### src/design/sblc_pkg.sv
// ==========================================================================
// shared constants and types
package sblc_pkg;

  localparam int unsigned PORT_W        = 3;
  localparam int unsigned TAG_W         = 8;
  localparam int unsigned DEF_NPORTS    = 8;
  localparam int unsigned DEF_UP_PORT   = 0;
  localparam int unsigned DEF_FIFO_DEPTH = 32;
  localparam int unsigned DEF_PEND_W    = 6;
  localparam logic [PORT_W-1:0] LOCK_PORT_RST = 3'h0;

  typedef enum logic [3:0] {
    KD_MWR    = 4'h0,
    KD_MRD    = 4'h1,
    KD_MRDLK  = 4'h2,
    KD_CPL    = 4'h3,
    KD_CPLD   = 4'h4,
    KD_CPLLK  = 4'h5,
    KD_CPLDLK = 4'h6,
    KD_MSG    = 4'h7,
    KD_UNLOCK = 4'h8,
    KD_CFG    = 4'h9
  } sblc_kind_t;

  typedef enum logic [1:0] {
    ST_IDLE       = 2'b00,
    ST_DN_LOCKED  = 2'b01,
    ST_BUS_LOCKED = 2'b10
  } sblc_state_t;

  typedef struct packed {
    logic [TAG_W-1:0]  tag;
    logic              vc0;
    sblc_kind_t        kind;
    logic [PORT_W-1:0] dst;
    logic [PORT_W-1:0] src;
  } sblc_desc_t;

endpackage

### src/design/sblc_lock_if.sv
`timescale 1ns/1ps
// ==========================================================================
// forwarding events toward the lock state machine, lock state back
interface sblc_lock_if;
  import sblc_pkg::*;
  logic                 ev_valid;
  sblc_kind_t           ev_kind;
  logic [PORT_W-1:0]    ev_src;
  logic [PORT_W-1:0]    ev_dst;
  sblc_state_t          state;
  logic [PORT_W-1:0]    lock_port;
  logic                 dn_locked;
  logic                 up_locked;
  logic                 bus_locked;

  modport fsm  (input ev_valid, ev_kind, ev_src, ev_dst,
                output state, lock_port, dn_locked, up_locked, bus_locked);
  modport user (output ev_valid, ev_kind, ev_src, ev_dst,
                input state, lock_port, dn_locked, up_locked, bus_locked);
endinterface

### src/design/sblc_fifo.sv
`timescale 1ns/1ps
// ==========================================================================
// synchronous fifo, valid/ready on both sides
module sblc_fifo #(
  parameter int unsigned W     = 19,
  parameter int unsigned DEPTH = 32
) (
  input  wire logic         i_clk,
  input  wire logic         i_rst_n,
  input  wire logic         i_in_valid,
  output logic              o_in_ready,
  input  wire logic [W-1:0] i_in_data,
  output logic              o_out_valid,
  input  wire logic         i_out_ready,
  output logic [W-1:0]      o_out_data
);
  localparam int unsigned AW = $clog2(DEPTH);

  if (DEPTH < 2 || (1 << AW) != DEPTH) begin : g_chk
    $error("sblc_fifo depth must be a power of two, at least 2");
  end

  logic [W-1:0]  mem [DEPTH];
  logic [AW:0]   wp_r;
  logic [AW:0]   wp_nxt;
  logic [AW:0]   rp_r;
  logic [AW:0]   rp_nxt;
  logic          push;
  logic          pop;

  assign o_in_ready  = (wp_r[AW] == rp_r[AW]) || (wp_r[AW-1:0] != rp_r[AW-1:0]);
  assign o_out_valid = (wp_r != rp_r);
  assign o_out_data  = mem[rp_r[AW-1:0]];
  assign push        = i_in_valid && o_in_ready;
  assign pop         = o_out_valid && i_out_ready;

  always_comb begin
    wp_nxt = push ? wp_r + 1'b1 : wp_r;
    rp_nxt = pop ? rp_r + 1'b1 : rp_r;
  end

  always_ff @(posedge i_clk) begin
    if (!i_rst_n) begin
      wp_r <= '0;
      rp_r <= '0;
    end else begin
      wp_r <= wp_nxt;
      rp_r <= rp_nxt;
    end
  end

  // storage needs no reset; only the pointers say what is valid
  always_ff @(posedge i_clk) begin
    if (push) begin
      mem[wp_r[AW-1:0]] <= i_in_data;
    end
  end
endmodule

### src/design/sblc_lock_fsm.sv
`timescale 1ns/1ps
// ==========================================================================
// partition lock state
module sblc_lock_fsm
  import sblc_pkg::*;
#(
  parameter logic [PORT_W-1:0] UP_PORT = PORT_W'(DEF_UP_PORT)
) (
  input  wire logic   i_clk,
  input  wire logic   i_rst_n,
  sblc_lock_if.fsm    lk
);
  sblc_state_t        state_r;
  sblc_state_t        state_nxt;
  logic [PORT_W-1:0]  port_r;
  logic [PORT_W-1:0]  port_nxt;

  always_comb begin
    state_nxt = state_r;
    port_nxt  = port_r;
    unique case (state_r)
      ST_IDLE: begin
        // a second lock can never start: only idle accepts one
        if (lk.ev_valid && lk.ev_kind == KD_MRDLK && lk.ev_src == UP_PORT) begin
          state_nxt = ST_DN_LOCKED;
          port_nxt  = lk.ev_dst;
        end
      end
      ST_DN_LOCKED: begin
        if (lk.ev_valid && lk.ev_kind == KD_UNLOCK) begin
          state_nxt = ST_IDLE;
        end else if (lk.ev_valid && lk.ev_kind == KD_CPLDLK && lk.ev_src == port_r) begin
          state_nxt = ST_BUS_LOCKED;
        end
      end
      ST_BUS_LOCKED: begin
        // further locked reads, completions and writes leave it alone
        if (lk.ev_valid && lk.ev_kind == KD_UNLOCK) begin
          state_nxt = ST_IDLE;
        end
      end
      default: begin
        state_nxt = ST_IDLE;
      end
    endcase
  end

  always_ff @(posedge i_clk) begin
    if (!i_rst_n) begin
      state_r <= ST_IDLE;
      port_r  <= LOCK_PORT_RST;
    end else begin
      state_r <= state_nxt;
      port_r  <= port_nxt;
    end
  end

  assign lk.state      = state_r;
  assign lk.lock_port  = port_r;
  assign lk.dn_locked  = (state_r != ST_IDLE);
  assign lk.up_locked  = (state_r == ST_BUS_LOCKED);
  assign lk.bus_locked = (state_r == ST_BUS_LOCKED);
endmodule

### src/design/sblc_top.sv
`timescale 1ns/1ps
// ==========================================================================
// bus lock controller for one switch partition
//
// Function
// - one lock per partition, upstream to one downstream
// - locked read forwarded, then target port locked
// - blocking only for tlps mapped to vc0
// - locked read waits for queued posted requests
// - traffic toward other ports keeps flowing
// - locked completion forwarded, then upstream locked
// - locked completion waits for queued posted requests
// - bus-locked after completion until unlock
// - sideband register access still served while locked
// - further locked reads and completions keep lock
// - memory writes pass without changing lock
// - locked ports may still originate messages
// - unlock releases ports, forwarded, frees held traffic
// - unlock waits for posted requests from upstream
// - unlock at unlocked port is ignored
// - blocked tlps held until unlock, never dropped
module sblc_top
  import sblc_pkg::*;
#(
  parameter int unsigned       NPORTS     = DEF_NPORTS,
  parameter logic [PORT_W-1:0] UP_PORT    = PORT_W'(DEF_UP_PORT),
  parameter int unsigned       FIFO_DEPTH = DEF_FIFO_DEPTH,
  parameter int unsigned       PEND_W     = DEF_PEND_W
) (
  input  wire logic               i_clk,
  input  wire logic               i_rst_n,
  input  wire logic               i_in_valid,
  output logic                    o_in_ready,
  input  wire logic [PORT_W-1:0]  i_in_src,
  input  wire logic [PORT_W-1:0]  i_in_dst,
  input  wire sblc_kind_t         i_in_kind,
  input  wire logic               i_in_vc0,
  input  wire logic [TAG_W-1:0]   i_in_tag,
  output logic                    o_fwd_valid,
  input  wire logic               i_fwd_ready,
  output logic [PORT_W-1:0]       o_fwd_src,
  output logic [PORT_W-1:0]       o_fwd_dst,
  output sblc_kind_t              o_fwd_kind,
  output logic                    o_fwd_vc0,
  output logic [TAG_W-1:0]        o_fwd_tag,
  input  wire logic [NPORTS-1:0]  i_posted_done,
  output logic                    o_bus_locked,
  output logic                    o_dn_locked,
  output logic                    o_up_locked,
  output logic [PORT_W-1:0]       o_lock_port
);
  localparam int unsigned DW = $bits(sblc_desc_t);

  if (NPORTS < 2 || NPORTS > (1 << PORT_W) || UP_PORT >= NPORTS || PEND_W < 1)
  begin : g_chk
    $error("sblc_top parameters out of range");
  end

  // ========================================================================
  // queues: arrival order, and the holding pen for lock-blocked tlps
  sblc_desc_t  in_desc;
  sblc_desc_t  iq_data;
  sblc_desc_t  hq_data;
  logic        iq_valid;
  logic        iq_ready;
  logic        hq_in_ready;
  logic        hq_valid;
  logic        hq_ready;
  logic        take_fwd;
  logic        take_hold;
  logic        take_drop;

  always_comb begin
    in_desc      = '0;
    in_desc.src  = i_in_src;
    in_desc.dst  = i_in_dst;
    in_desc.kind = i_in_kind;
    in_desc.vc0  = i_in_vc0;
    in_desc.tag  = i_in_tag;
  end

  sblc_fifo #(
    .W     (DW),
    .DEPTH (FIFO_DEPTH)
  ) u_in_q (
    .i_clk       (i_clk),
    .i_rst_n     (i_rst_n),
    .i_in_valid  (i_in_valid),
    .o_in_ready  (o_in_ready),
    .i_in_data   (in_desc),
    .o_out_valid (iq_valid),
    .i_out_ready (iq_ready),
    .o_out_data  (iq_data)
  );

  // a full pen stalls the arrival queue instead of losing a tlp
  sblc_fifo #(
    .W     (DW),
    .DEPTH (FIFO_DEPTH)
  ) u_hold_q (
    .i_clk       (i_clk),
    .i_rst_n     (i_rst_n),
    .i_in_valid  (take_hold),
    .o_in_ready  (hq_in_ready),
    .i_in_data   (iq_data),
    .o_out_valid (hq_valid),
    .i_out_ready (hq_ready),
    .o_out_data  (hq_data)
  );

  // ========================================================================
  // lock state
  sblc_lock_if lk ();

  sblc_lock_fsm #(
    .UP_PORT (UP_PORT)
  ) u_fsm (
    .i_clk   (i_clk),
    .i_rst_n (i_rst_n),
    .lk      (lk)
  );

  // ========================================================================
  // head selection and lock gate
  logic              use_hold;
  logic              head_valid;
  sblc_desc_t        head;
  logic              blocked;
  logic              special;
  logic              posted;
  logic [PORT_W-1:0] eff_dst;
  logic              out_valid_r;
  logic              out_valid_nxt;
  sblc_desc_t        out_r;
  sblc_desc_t        out_nxt;
  logic              out_free;
  logic              order_ok;
  logic [NPORTS-1:0] pend_zero;
  logic [NPORTS-1:0] pend_full;

  // held tlps go first once the partition is free again
  assign use_hold   = hq_valid && (lk.state == ST_IDLE);
  assign head_valid = use_hold ? hq_valid : iq_valid;
  assign head       = use_hold ? hq_data : iq_data;

  // only egress toward a locked port is gated; messages and msis that the
  // locked ports originate are exempt by source and pass
  always_comb begin
    blocked = 1'b0;
    if (head.vc0) begin
      if (lk.dn_locked && head.dst == lk.lock_port && head.src != UP_PORT) begin
        blocked = 1'b1;
      end
      if (lk.up_locked && head.dst == UP_PORT && head.src != lk.lock_port) begin
        blocked = 1'b1;
      end
    end
  end

  assign special = (head.kind == KD_MRDLK) || (head.kind == KD_CPLDLK) ||
                   (head.kind == KD_UNLOCK);
  assign posted  = (head.kind == KD_MWR) || (head.kind == KD_MSG) ||
                   (head.kind == KD_UNLOCK);
  // unlock goes only to the port that holds the lock
  assign eff_dst = (head.kind == KD_UNLOCK) ? lk.lock_port : head.dst;

  assign out_free = !out_valid_r || i_fwd_ready;
  // lock-ordered tlps leave only after every earlier posted tlp to that egress
  // has left and the out stage is empty; completions and non-posted requests are not counted
  assign order_ok = !special || (!out_valid_r && pend_zero[eff_dst]);

  assign take_drop = head_valid && head.kind == KD_UNLOCK &&
                     (lk.state == ST_IDLE || head.src != UP_PORT);
  assign take_fwd  = head_valid && !blocked && !take_drop && out_free && order_ok &&
                     !(posted && pend_full[eff_dst]);
  assign take_hold = head_valid && blocked && !use_hold && hq_in_ready;
  assign iq_ready  = !use_hold && (take_fwd || take_hold || take_drop);
  assign hq_ready  = use_hold && (take_fwd || take_drop);

  assign lk.ev_valid = take_fwd;
  assign lk.ev_kind  = head.kind;
  assign lk.ev_src   = head.src;
  assign lk.ev_dst   = eff_dst;

  // ========================================================================
  // registered forward stage
  always_comb begin
    out_valid_nxt = out_valid_r;
    out_nxt       = out_r;
    if (take_fwd) begin
      out_valid_nxt = 1'b1;
      out_nxt       = head;
      out_nxt.dst   = eff_dst;
    end else if (i_fwd_ready) begin
      out_valid_nxt = 1'b0;
    end
  end

  always_ff @(posedge i_clk) begin
    if (!i_rst_n) begin
      out_valid_r <= 1'b0;
      out_r       <= '0;
    end else begin
      out_valid_r <= out_valid_nxt;
      out_r       <= out_nxt;
    end
  end

  assign o_fwd_valid = out_valid_r;
  assign o_fwd_src   = out_r.src;
  assign o_fwd_dst   = out_r.dst;
  assign o_fwd_kind  = out_r.kind;
  assign o_fwd_vc0   = out_r.vc0;
  assign o_fwd_tag   = out_r.tag;

  // ========================================================================
  // posted tlps issued per egress and not yet sent by the fabric
  for (genvar p = 0; p < NPORTS; p++) begin : g_pend
    logic [PEND_W-1:0] cnt_r;
    logic [PEND_W-1:0] cnt_nxt;
    logic              inc;
    logic              dec;

    assign inc = take_fwd && posted && (eff_dst == PORT_W'(p));
    assign dec = i_posted_done[p] && (cnt_r != '0);

    // counter saturates; a full counter stalls further posted issue
    always_comb begin
      cnt_nxt = cnt_r;
      if (inc && !dec) begin
        cnt_nxt = cnt_r + 1'b1;
      end else if (dec && !inc) begin
        cnt_nxt = cnt_r - 1'b1;
      end
    end

    always_ff @(posedge i_clk) begin
      if (!i_rst_n) begin
        cnt_r <= '0;
      end else begin
        cnt_r <= cnt_nxt;
      end
    end

    assign pend_zero[p] = (cnt_r == '0);
    assign pend_full[p] = (cnt_r == '1);
  end

  // the sideband register path never passes this gate, so it keeps working
  // while config accesses from the root are not allowed
  assign o_bus_locked = lk.bus_locked;
  assign o_dn_locked  = lk.dn_locked;
  assign o_up_locked  = lk.up_locked;
  assign o_lock_port  = lk.lock_port;
endmodule

### config.mk
export PLATFORM = sky130hd
export DESIGN_NAME = sblc_top
export DESIGN_NICKNAME = d
export VERILOG_FILES = /design/src/design/sblc_pkg.sv /design/src/design/sblc_lock_if.sv /design/src/design/sblc_fifo.sv /design/src/design/sblc_lock_fsm.sv /design/src/design/sblc_top.sv
export SDC_FILE = /design/constraint.sdc
export NUM_CORES = 1
export LEC_CHECK = 0
export ABC_AREA = 1
export BUFFER_PORTS_ARGS = -buffer_cell sky130_fd_sc_hd__buf_4
export CORE_AREA = 2 2 306 308
export CTS_CLUSTER_DIAMETER = 30
export DETAILED_ROUTE_END_ITERATION = 6
export DIE_AREA = 0 0 308 310
export PLACE_DENSITY = 0.75
export SYNTH_ARGS = -nofsm -noshare
export SYNTH_HDL_FRONTEND = slang
export SYNTH_SLANG_ARGS = --single-unit
### constraint.sdc
create_clock -name i_clk -period 7.31 [get_ports i_clk]
set_input_delay 1.462 -clock i_clk [delete_from_list [all_inputs] [get_ports i_clk]]
set_output_delay 1.462 -clock i_clk [all_outputs]
set_load 0.01 [all_outputs]
==> metrics, run 1 <==
HPWL Detailed=78.1 mm; CTS tree=done; vias in the first global route=36.7k; DIE AREA=95500 sq um; crit path time final=6.46 ns; DRT Wirelength=144 mm; CP max stage delay=0.83 ns; Syn Inst Count=4556; Setup Skew=0.0646 ns; I/O pin cnt=58; Synth top cells by count=edfxtp_1, nor2_1, o21ai_0; leading area contributor after synthesis=edfxtp_1; DRT antenna net count=0; Fin. Hold Viols=0; LEAKAGE=22.7 nW; # fillers=6019; Layout Utilization=69.9%; Antenna Cells=0; simple-gate area share of the yosys netlist=12.7%; Mapped Area=54800 sq um; vias per cell=6.23; Remaining Overflow, GRT=0; # DRC=0; post-synthesis mux area share=0%; most frequent CP cell=nand2_1; Via Count=37.8k; compound-gate portion of the synthesized area=10.9%; initial antenna violation count=0; FF-to-FF setup slack=0.85 ns; Max Fanout on Critical Path=187; Synth Net Count=4645; clock buffer depth=3; DP Area=56700 sq um; largest net degree at the start of global routing=188; setup violators final=0; CTS root buffer=clkbuf_16; pwr/cell area=390 nW/um^2; CP endpoint kind=flop; fin area=64600 sq um; input/output buffers=57; Yosys top cell area share=66.6%; Layout Nets=4762; wire length per cell=23.8 um; slew margin rel.=10.2%; Die Span Y=310 um; 1st-iter DRT viols=4737; EDFF count, synth=1216; post-CTS setup buffers=0; Routability Congestion=0.881; Seq cells post-synth=1323; most frequent cell after synthesis=edfxtp_1; Yosys warnings=0; Synth cell types=51; global-route wire length before repair=216 mm; CP startpoint kind=flop; hold buffer count at CTS=0; Worst-path clk slew=0.05 ns; Final TNS setup=0 ns; FFs w/ async S/R, synth=0%; XOR/XNOR Fraction of Synth Area=0.639%; clk_lat worst skew=0.82 ns; Highest Clock Rate=0.155 GHz; CTS H-tree lvls=4; largest family of logic cells by synthesized area=simple AND/OR/NAND/NOR gates; critical path type=reg2reg; Worst EP arrival=7.13 ns; worst min path class=reg2reg; critical path required time=7.97 ns; period utilisation layout=88.4%; Layout area overhead=17.9%; top cells by area, synth=edfxtp_1, o21ai_0, nor2_1, dfxtp_1, nand3_1; Slew Limit Fails=0; layout cell share with drive strength beyond 1=13.8%; Sink Count=1323; worst vdd ir=0.000345 V; Inserted Clock Buffers=218; adder-cell share of the synthesized area=1.43%; Core Footprint=92500 sq um; Detailed Routing Iterations Pass 1=5; # resized after CTS=0; RSZ-0062 raised after global routing=false; status=complete, no violations; Crit-path slowest cell=inv_8; initial cell density of the core=59.3%; area occupied by registers=38700 sq um; row cnt=112; die width=308 um; Worst-Margin Slew=1.35 ns; max-cap check violation count=0; multi-input logic area=14300 sq um; Synth Area per Inst=12.0 sq um; sequential share of the synthesized area=70.5%; Synth Flop Type=edfxtp_1; GRT Resource Usage Total=30.1%
[state kept, by name, summed over array words and instances (netlist names), 2 cells and up, named ones only]
| register | cells |
|---|---|
| g_pend.cnt_r | 48 |
| o_fwd_dst | 3 |
| o_fwd_kind | 4 |
| o_fwd_src | 3 |
| o_fwd_tag | 8 |
| u_fsm.lk.lock_port | 3 |
| u_fsm.lk.state | 2 |
| u_hold_q.mem | 608 |
| u_hold_q.rp_r | 6 |
| u_hold_q.wp_r | 6 |
| u_in_q.mem | 608 |
| u_in_q.rp_r | 6 |
| u_in_q.wp_r | 6 |
[critical path: cells and delay by family (launching register included)]
family,cells,cell delay (ns)
AOI/OAI and AO/OA,8,1.04
adders and majority gates,2,0.65
buffers and inverters,4,1.07
DFF,1,0.55
and+or+nand+nor,22,2.80
[cell type report]
type | instances | area share [%]
repair buffers | 181 | 2.28
inverters | 198 | 1.18
clock inverters | 169 | 3.58
clock buffers | 243 | 8.65
flip-flops and latches | 1323 | 59.9
multi-input cells | 2751 | 22.1
well taps | 1197 | 2.32
[path summary, 6_finish.rpt]
| check | from | endpoint | cells past startpoint |
|---|---|---|---|
| hold reg to reg | o_fwd_vc0$_SDFFE_PN0N_ | o_fwd_vc0$_SDFFE_PN0N_ | 2 |
| setup / recovery | flop | g_pend[0].cnt_r[5]$_SDFFE_PN0P_ | 36 |
| setup reg to reg | flop | g_pend[0].cnt_r[5]$_SDFFE_PN0P_ | 36 |
| hold / removal | o_fwd_vc0$_SDFFE_PN0N_ | o_fwd_vc0$_SDFFE_PN0N_ | 2 |
[cells by family after synthesis]
family	count (synthesis)
AND/OR/NAND/NOR	1657
AO/OA/AOI/OAI	996
flip-flops	1323
adder cells (fa/ha/maj)	58
XOR/XNOR	40
buffers and inverters	482
[where the power goes]
group	total [mW]	switching (mW)	internal, mW
Combinational	5.07	3.63	1.44
Clock	10.7	3.79	6.96
Sequential	9.40	0.221	9.18
Total	25.2	7.64	17.6
[cells in the final DEF (no fill, tap or decap), drive strengths merged]
| cell type | synthesis | routed |
|---|---|---|
| o221ai | 172 | 172 |
| o21a | 2 | 2 |
| nand3b | 1 | 1 |
| clkinv | 1 | 91 |
| o21ai | 582 | 582 |
| a32oi | 8 | 8 |
| a21o | 14 | 14 |
| xor2 | 21 | 21 |
| and2 | 15 | 15 |
| fa | 8 | 8 |
| edfxtp | 1216 | 1216 |
| dfxtp | 107 | 107 |
| nor4 | 10 | 10 |
| xnor2 | 19 | 19 |
| nor2 | 693 | 693 |
| clkbuf | 154 | 243 |
| nor3 | 28 | 28 |
| a21oi | 106 | 106 |
| a211oi | 4 | 4 |
| buf | 130 | 181 |
| inv | 197 | 214 |
| and3 | 1 | 1 |
| a31oi | 30 | 30 |
| bufinv | 0 | 39 |
| o22ai | 27 | 27 |
| nand2 | 511 | 511 |
| nand3 | 392 | 392 |
| nand4 | 3 | 3 |
| o211ai | 47 | 47 |
| o31ai | 4 | 4 |
| ha | 50 | 50 |
| clkinvlp | 0 | 23 |
| or2 | 3 | 3 |
[routing by layer]
metal / global-route usage (%) / vias to the layer above / share of wire (%)
met2: 48.3 / 2200 / 48
met5: 0 / - / 0
li1: - / 16900 / -
met1: 39.4 / 18300 / 38
met4: 14.1 / 0 / 4.1
met3: 6.69 / 364 / 10
[stage by stage]
step	std cells	hold WS [ns]	setup WS, ns	total power, mW
2_1_floorplan	4556	0.450	2.27	12.8
3_3_place_gp	5650	0.464	1.19	14.3
3_5_place_dp	5650	0.466	1.10	14.5
4_1_cts	6062	0.474	1.07	25.2
5_1_grt	6062	0.508	0.376	26.1
6_report	6062	0.471	0.848	25.2
Note: power is estimated with default switching activity, not from simulation.
==> inputs of run 2 (changes only) <==
--- a/config.mk
+++ b/config.mk
@@ -5,12 +5,12 @@
 export SDC_FILE = /design/constraint.sdc
 export NUM_CORES = 1
 export LEC_CHECK = 0
-export ABC_AREA = 1
+export ABC_CLOCK_PERIOD_IN_PS = 7310
 export BUFFER_PORTS_ARGS = -buffer_cell sky130_fd_sc_hd__buf_4
-export CORE_AREA = 2 2 306 308
+export CORE_AREA = 2 2 303 305
 export CTS_CLUSTER_DIAMETER = 30
 export DETAILED_ROUTE_END_ITERATION = 6
-export DIE_AREA = 0 0 308 310
+export DIE_AREA = 0 0 305 307
 export PLACE_DENSITY = 0.75
 export SYNTH_ARGS = -nofsm -noshare
 export SYNTH_HDL_FRONTEND = slang
==> metrics, run 2 <==
Synth top cells by count=edfxtp_1, mux4_2, nor2_1 (was edfxtp_1, nor2_1, o21ai_0); post-layout total power=23.0 mW (was 25.2 mW); Layout area overhead=18.7% (was 17.9%); most frequent CP cell=a21oi_1 (was nand2_1); setup violators final=0 (unchanged); leading area contributor after synthesis=edfxtp_1 (unchanged); 1st-iter DRT viols=3489 (was 4737); Yosys top cell area share=68.0% (was 66.6%); Synth Net Count=2962 (was 4645); FFs w/ async S/R, synth=0% (unchanged); CTS H-tree lvls=4 (unchanged); family with the most delay on the worst path=compound AO/OA/AOI/OAI gates (was simple AND/OR/NAND/NOR gates); area occupied by registers=38700 sq um (about the same); global-route wire length before repair=198 mm (was 216 mm); vias in the first global route=30.2k (was 36.7k); Remaining Overflow, GRT=0 (unchanged); Seq cells post-synth=1323 (unchanged); worst-path cell chain=buf_4, mux2i_1, a22oi_1, and4b_1, a31oi_1, o311a_1, a21oi_2, nor3_4, mux2i_1, o2111ai_1, a2111oi_4, nand3b_1, nor2_1, ha_1, inv_1, ha_1, a21o_1, a21oi_1, o21bai_1, a21oi_1, xnor2_1, or3_1, a21oi_1; critical path required time=8.00 ns (was 7.97 ns); Die Span Y=307 um (was 310 um); Mapped Area=53700 sq um (was 54800 sq um); worst vdd ir=0.000248 V (was 0.000345 V); Via Count=29.2k (was 37.8k); Synth Area per Inst=18.7 sq um (was 12.0 sq um); Worst-path clk slew=0.04 ns (was 0.05 ns); initial cell density of the core=59.2% (was 59.3%); DRT antenna net count=0 (unchanged); DRT Wirelength=133 mm (was 144 mm); status=complete, no violations (unchanged); multi-input logic area=14300 sq um (about the same); row cnt=111 (was 112); period utilisation layout=92.7% (was 88.4%); worst min path class=reg2reg (unchanged); LEAKAGE=20.5 nW (was 22.7 nW); worst hold margin=0.463 ns (was 0.471 ns); wire length per cell=29.6 um (was 23.8 um); clk_lat worst skew=0.81 ns (was 0.82 ns); # fillers=5294 (was 6019); CP startpoint kind=flop (unchanged); top cells by area, synth=edfxtp_1, mux4_2, dfxtp_1, mux2i_1, nor2_1 (was edfxtp_1, o21ai_0, nor2_1, dfxtp_1, nand3_1); DIE AREA=93600 sq um (was 95500 sq um); hold path depth=2 (unchanged); Fin. Hold Viols=0 (unchanged); Slew Limit Fails=0 (unchanged); # DRC=0 (unchanged); Highest Clock Rate=0.147 GHz (was 0.155 GHz); clock buffer depth=3 (unchanged); most frequent cell after synthesis=edfxtp_1 (unchanged); critical path type=reg2reg (unchanged); die width=305 um (was 308 um); Yosys warnings=0 (unchanged); reg2reg path depth=23 (was 36); I/O pin cnt=58 (unchanged); EDFF count, synth=1216 (unchanged); Syn Inst Count=2873 (was 4556); Crit-path slowest cell=dfxtp_4 (was inv_8); initial antenna violation count=1 (was 0); Synth Flop Type=edfxtp_1 (unchanged); DP Area=55900 sq um (was 56700 sq um); Routability Congestion=0.859 (was 0.881); commonest non-fill, non-tap cell in the layout=edfxtp_1 (unchanged); Setup Skew=0.0575 ns (was 0.0646 ns); CP max stage delay=0.84 ns (was 0.83 ns); Synth cell types=76 (was 51); Inserted Clock Buffers=221 (was 218); crit path time final=6.78 ns (was 6.46 ns); fin area=63700 sq um (was 64600 sq um); CP Depth=23 (was 36); Worst EP arrival=7.47 ns (was 7.13 ns); pwr/cell area=360 nW/um^2 (was 390 nW/um^2); Layout Nets=3206 (was 4762); Worst-Margin Slew=1.19 ns (was 1.35 ns); largest net degree at the start of global routing=68 (was 188); sequential share of the synthesized area=72.0% (was 70.5%); CTS tree=done (unchanged); CTS root buffer=clkbuf_16 (unchanged); worst path bufs/invs=2 (was 4); most frequent cells in the layout=edfxtp_1, mux4_2, clkbuf_16 (was edfxtp_1, nor2_1, o21ai_0); Final TNS setup=0 ns (unchanged); Core Footprint=90700 sq um (was 92500 sq um); RSZ-0062 raised after global routing=false (unchanged); Detailed Routing Iterations Pass 1=5 (unchanged); max-cap check violation count=0 (unchanged); layout cell share with drive strength beyond 1=29.7% (was 13.8%); HPWL Detailed=72.7 mm (was 78.1 mm); GRT Resource Usage Total=29.0% (was 30.1%); Max Fanout on Critical Path=40 (was 187); slew margin rel.=20.3% (was 10.2%); CP endpoint kind=flop (unchanged); vias per cell=6.49 (was 6.23); input/output buffers=57 (unchanged); Sink Count=1323 (unchanged)
==> run 2: cell count changes after synthesis, moves of 40 or more <==
| cell | change |
|---|---|
| mux2i_1 | +125 |
| nor2_1 | -468 |
| mux4_2 | +317 |
| o211ai_1 | -40 |
| clkbuf_1 | -87 |
| nand2_1 | -385 |
| nand3_1 | -363 |
| inv_1 | -143 |
| o21ai_0 | -531 |
| o221ai_1 | -172 |
| buf_2 | -50 |
==> run 2: tightest hold or removal path: cells and delay by family (launching register included) <==
| kind | cells | cell delay (ns) |
|---|---|---|
| flops | 1 | 0.30 |
| compound gates | 1 | 0.06 |
| simple gates | 1 | 0.05 |
==> run 2: timing repair <==
action                     4_1_cts  5_1_grt
hold buffers                     0        0
setup endpoints to repair        0        1
gates resized for setup          0        1
setup buffers                    0        1
==> run 2: through the flow <==
stage          util (%)  instances  setup slack [ns]
5_1_grt            70.3       4500             0.131
3_5_place_dp       61.7       4079             0.548
2_1_floorplan         -       2873              1.24
6_report           70.3       4501             0.530
4_1_cts            70.2       4499             0.430
3_3_place_gp       61.7       4079             0.625
==> run 2: cell type report <==
cell class	count	share of cell area [%]
diodes	1	0.00393
clock buffers	240	8.97
clock inverters	180	3.24
inverters	42	0.247
multi-input cells	1361	22.4
flip-flops and latches	1323	60.7
well taps	1186	2.33
repair buffers	168	2.09
==> run 2: worst paths after layout <==
path	startpoint	endpoint	slack (ns)
worst max-delay path	flop	g_pend[0].cnt_r[5]$_SDFFE_PN0P_	0.53
worst min-delay path	o_fwd_kind[3]$_SDFFE_PN0N_	o_fwd_kind[3]$_SDFFE_PN0N_	0.46
worst max register to register	flop	g_pend[0].cnt_r[5]$_SDFFE_PN0P_	0.53
worst min register to register	o_fwd_kind[3]$_SDFFE_PN0N_	o_fwd_kind[3]$_SDFFE_PN0N_	0.46
==> run 2: kinds of logic after synthesis <==
group,share of synthesized area (%)
AND/OR/NAND/NOR,4.44
multiplexers,16.1
AO/OA/AOI/OAI,3.29
flip-flops,72.0
buffers and inverters,1.70
XOR/XNOR,1.03
adder cells (fa/ha/maj),1.46
==> run 2: layer usage <==
metal | global-route usage (%) | vias up | share of wire, %
met4 | 12.2 | 2 | 3.8
met2 | 48.8 | 1644 | 51
met1 | 37.4 | 15100 | 37
met3 | 5.71 | 325 | 8.5
met5 | 0 | - | 0.011
li1 | - | 12100 | -
==> run 2: where the power goes <==
group          leakage [nW]  total [mW]  internal (mW)  switching (mW)
Clock                  3.73        10.5           6.67            3.86
Combinational          4.99        3.33           1.34            1.99
Sequential             11.8        9.10           8.87           0.235
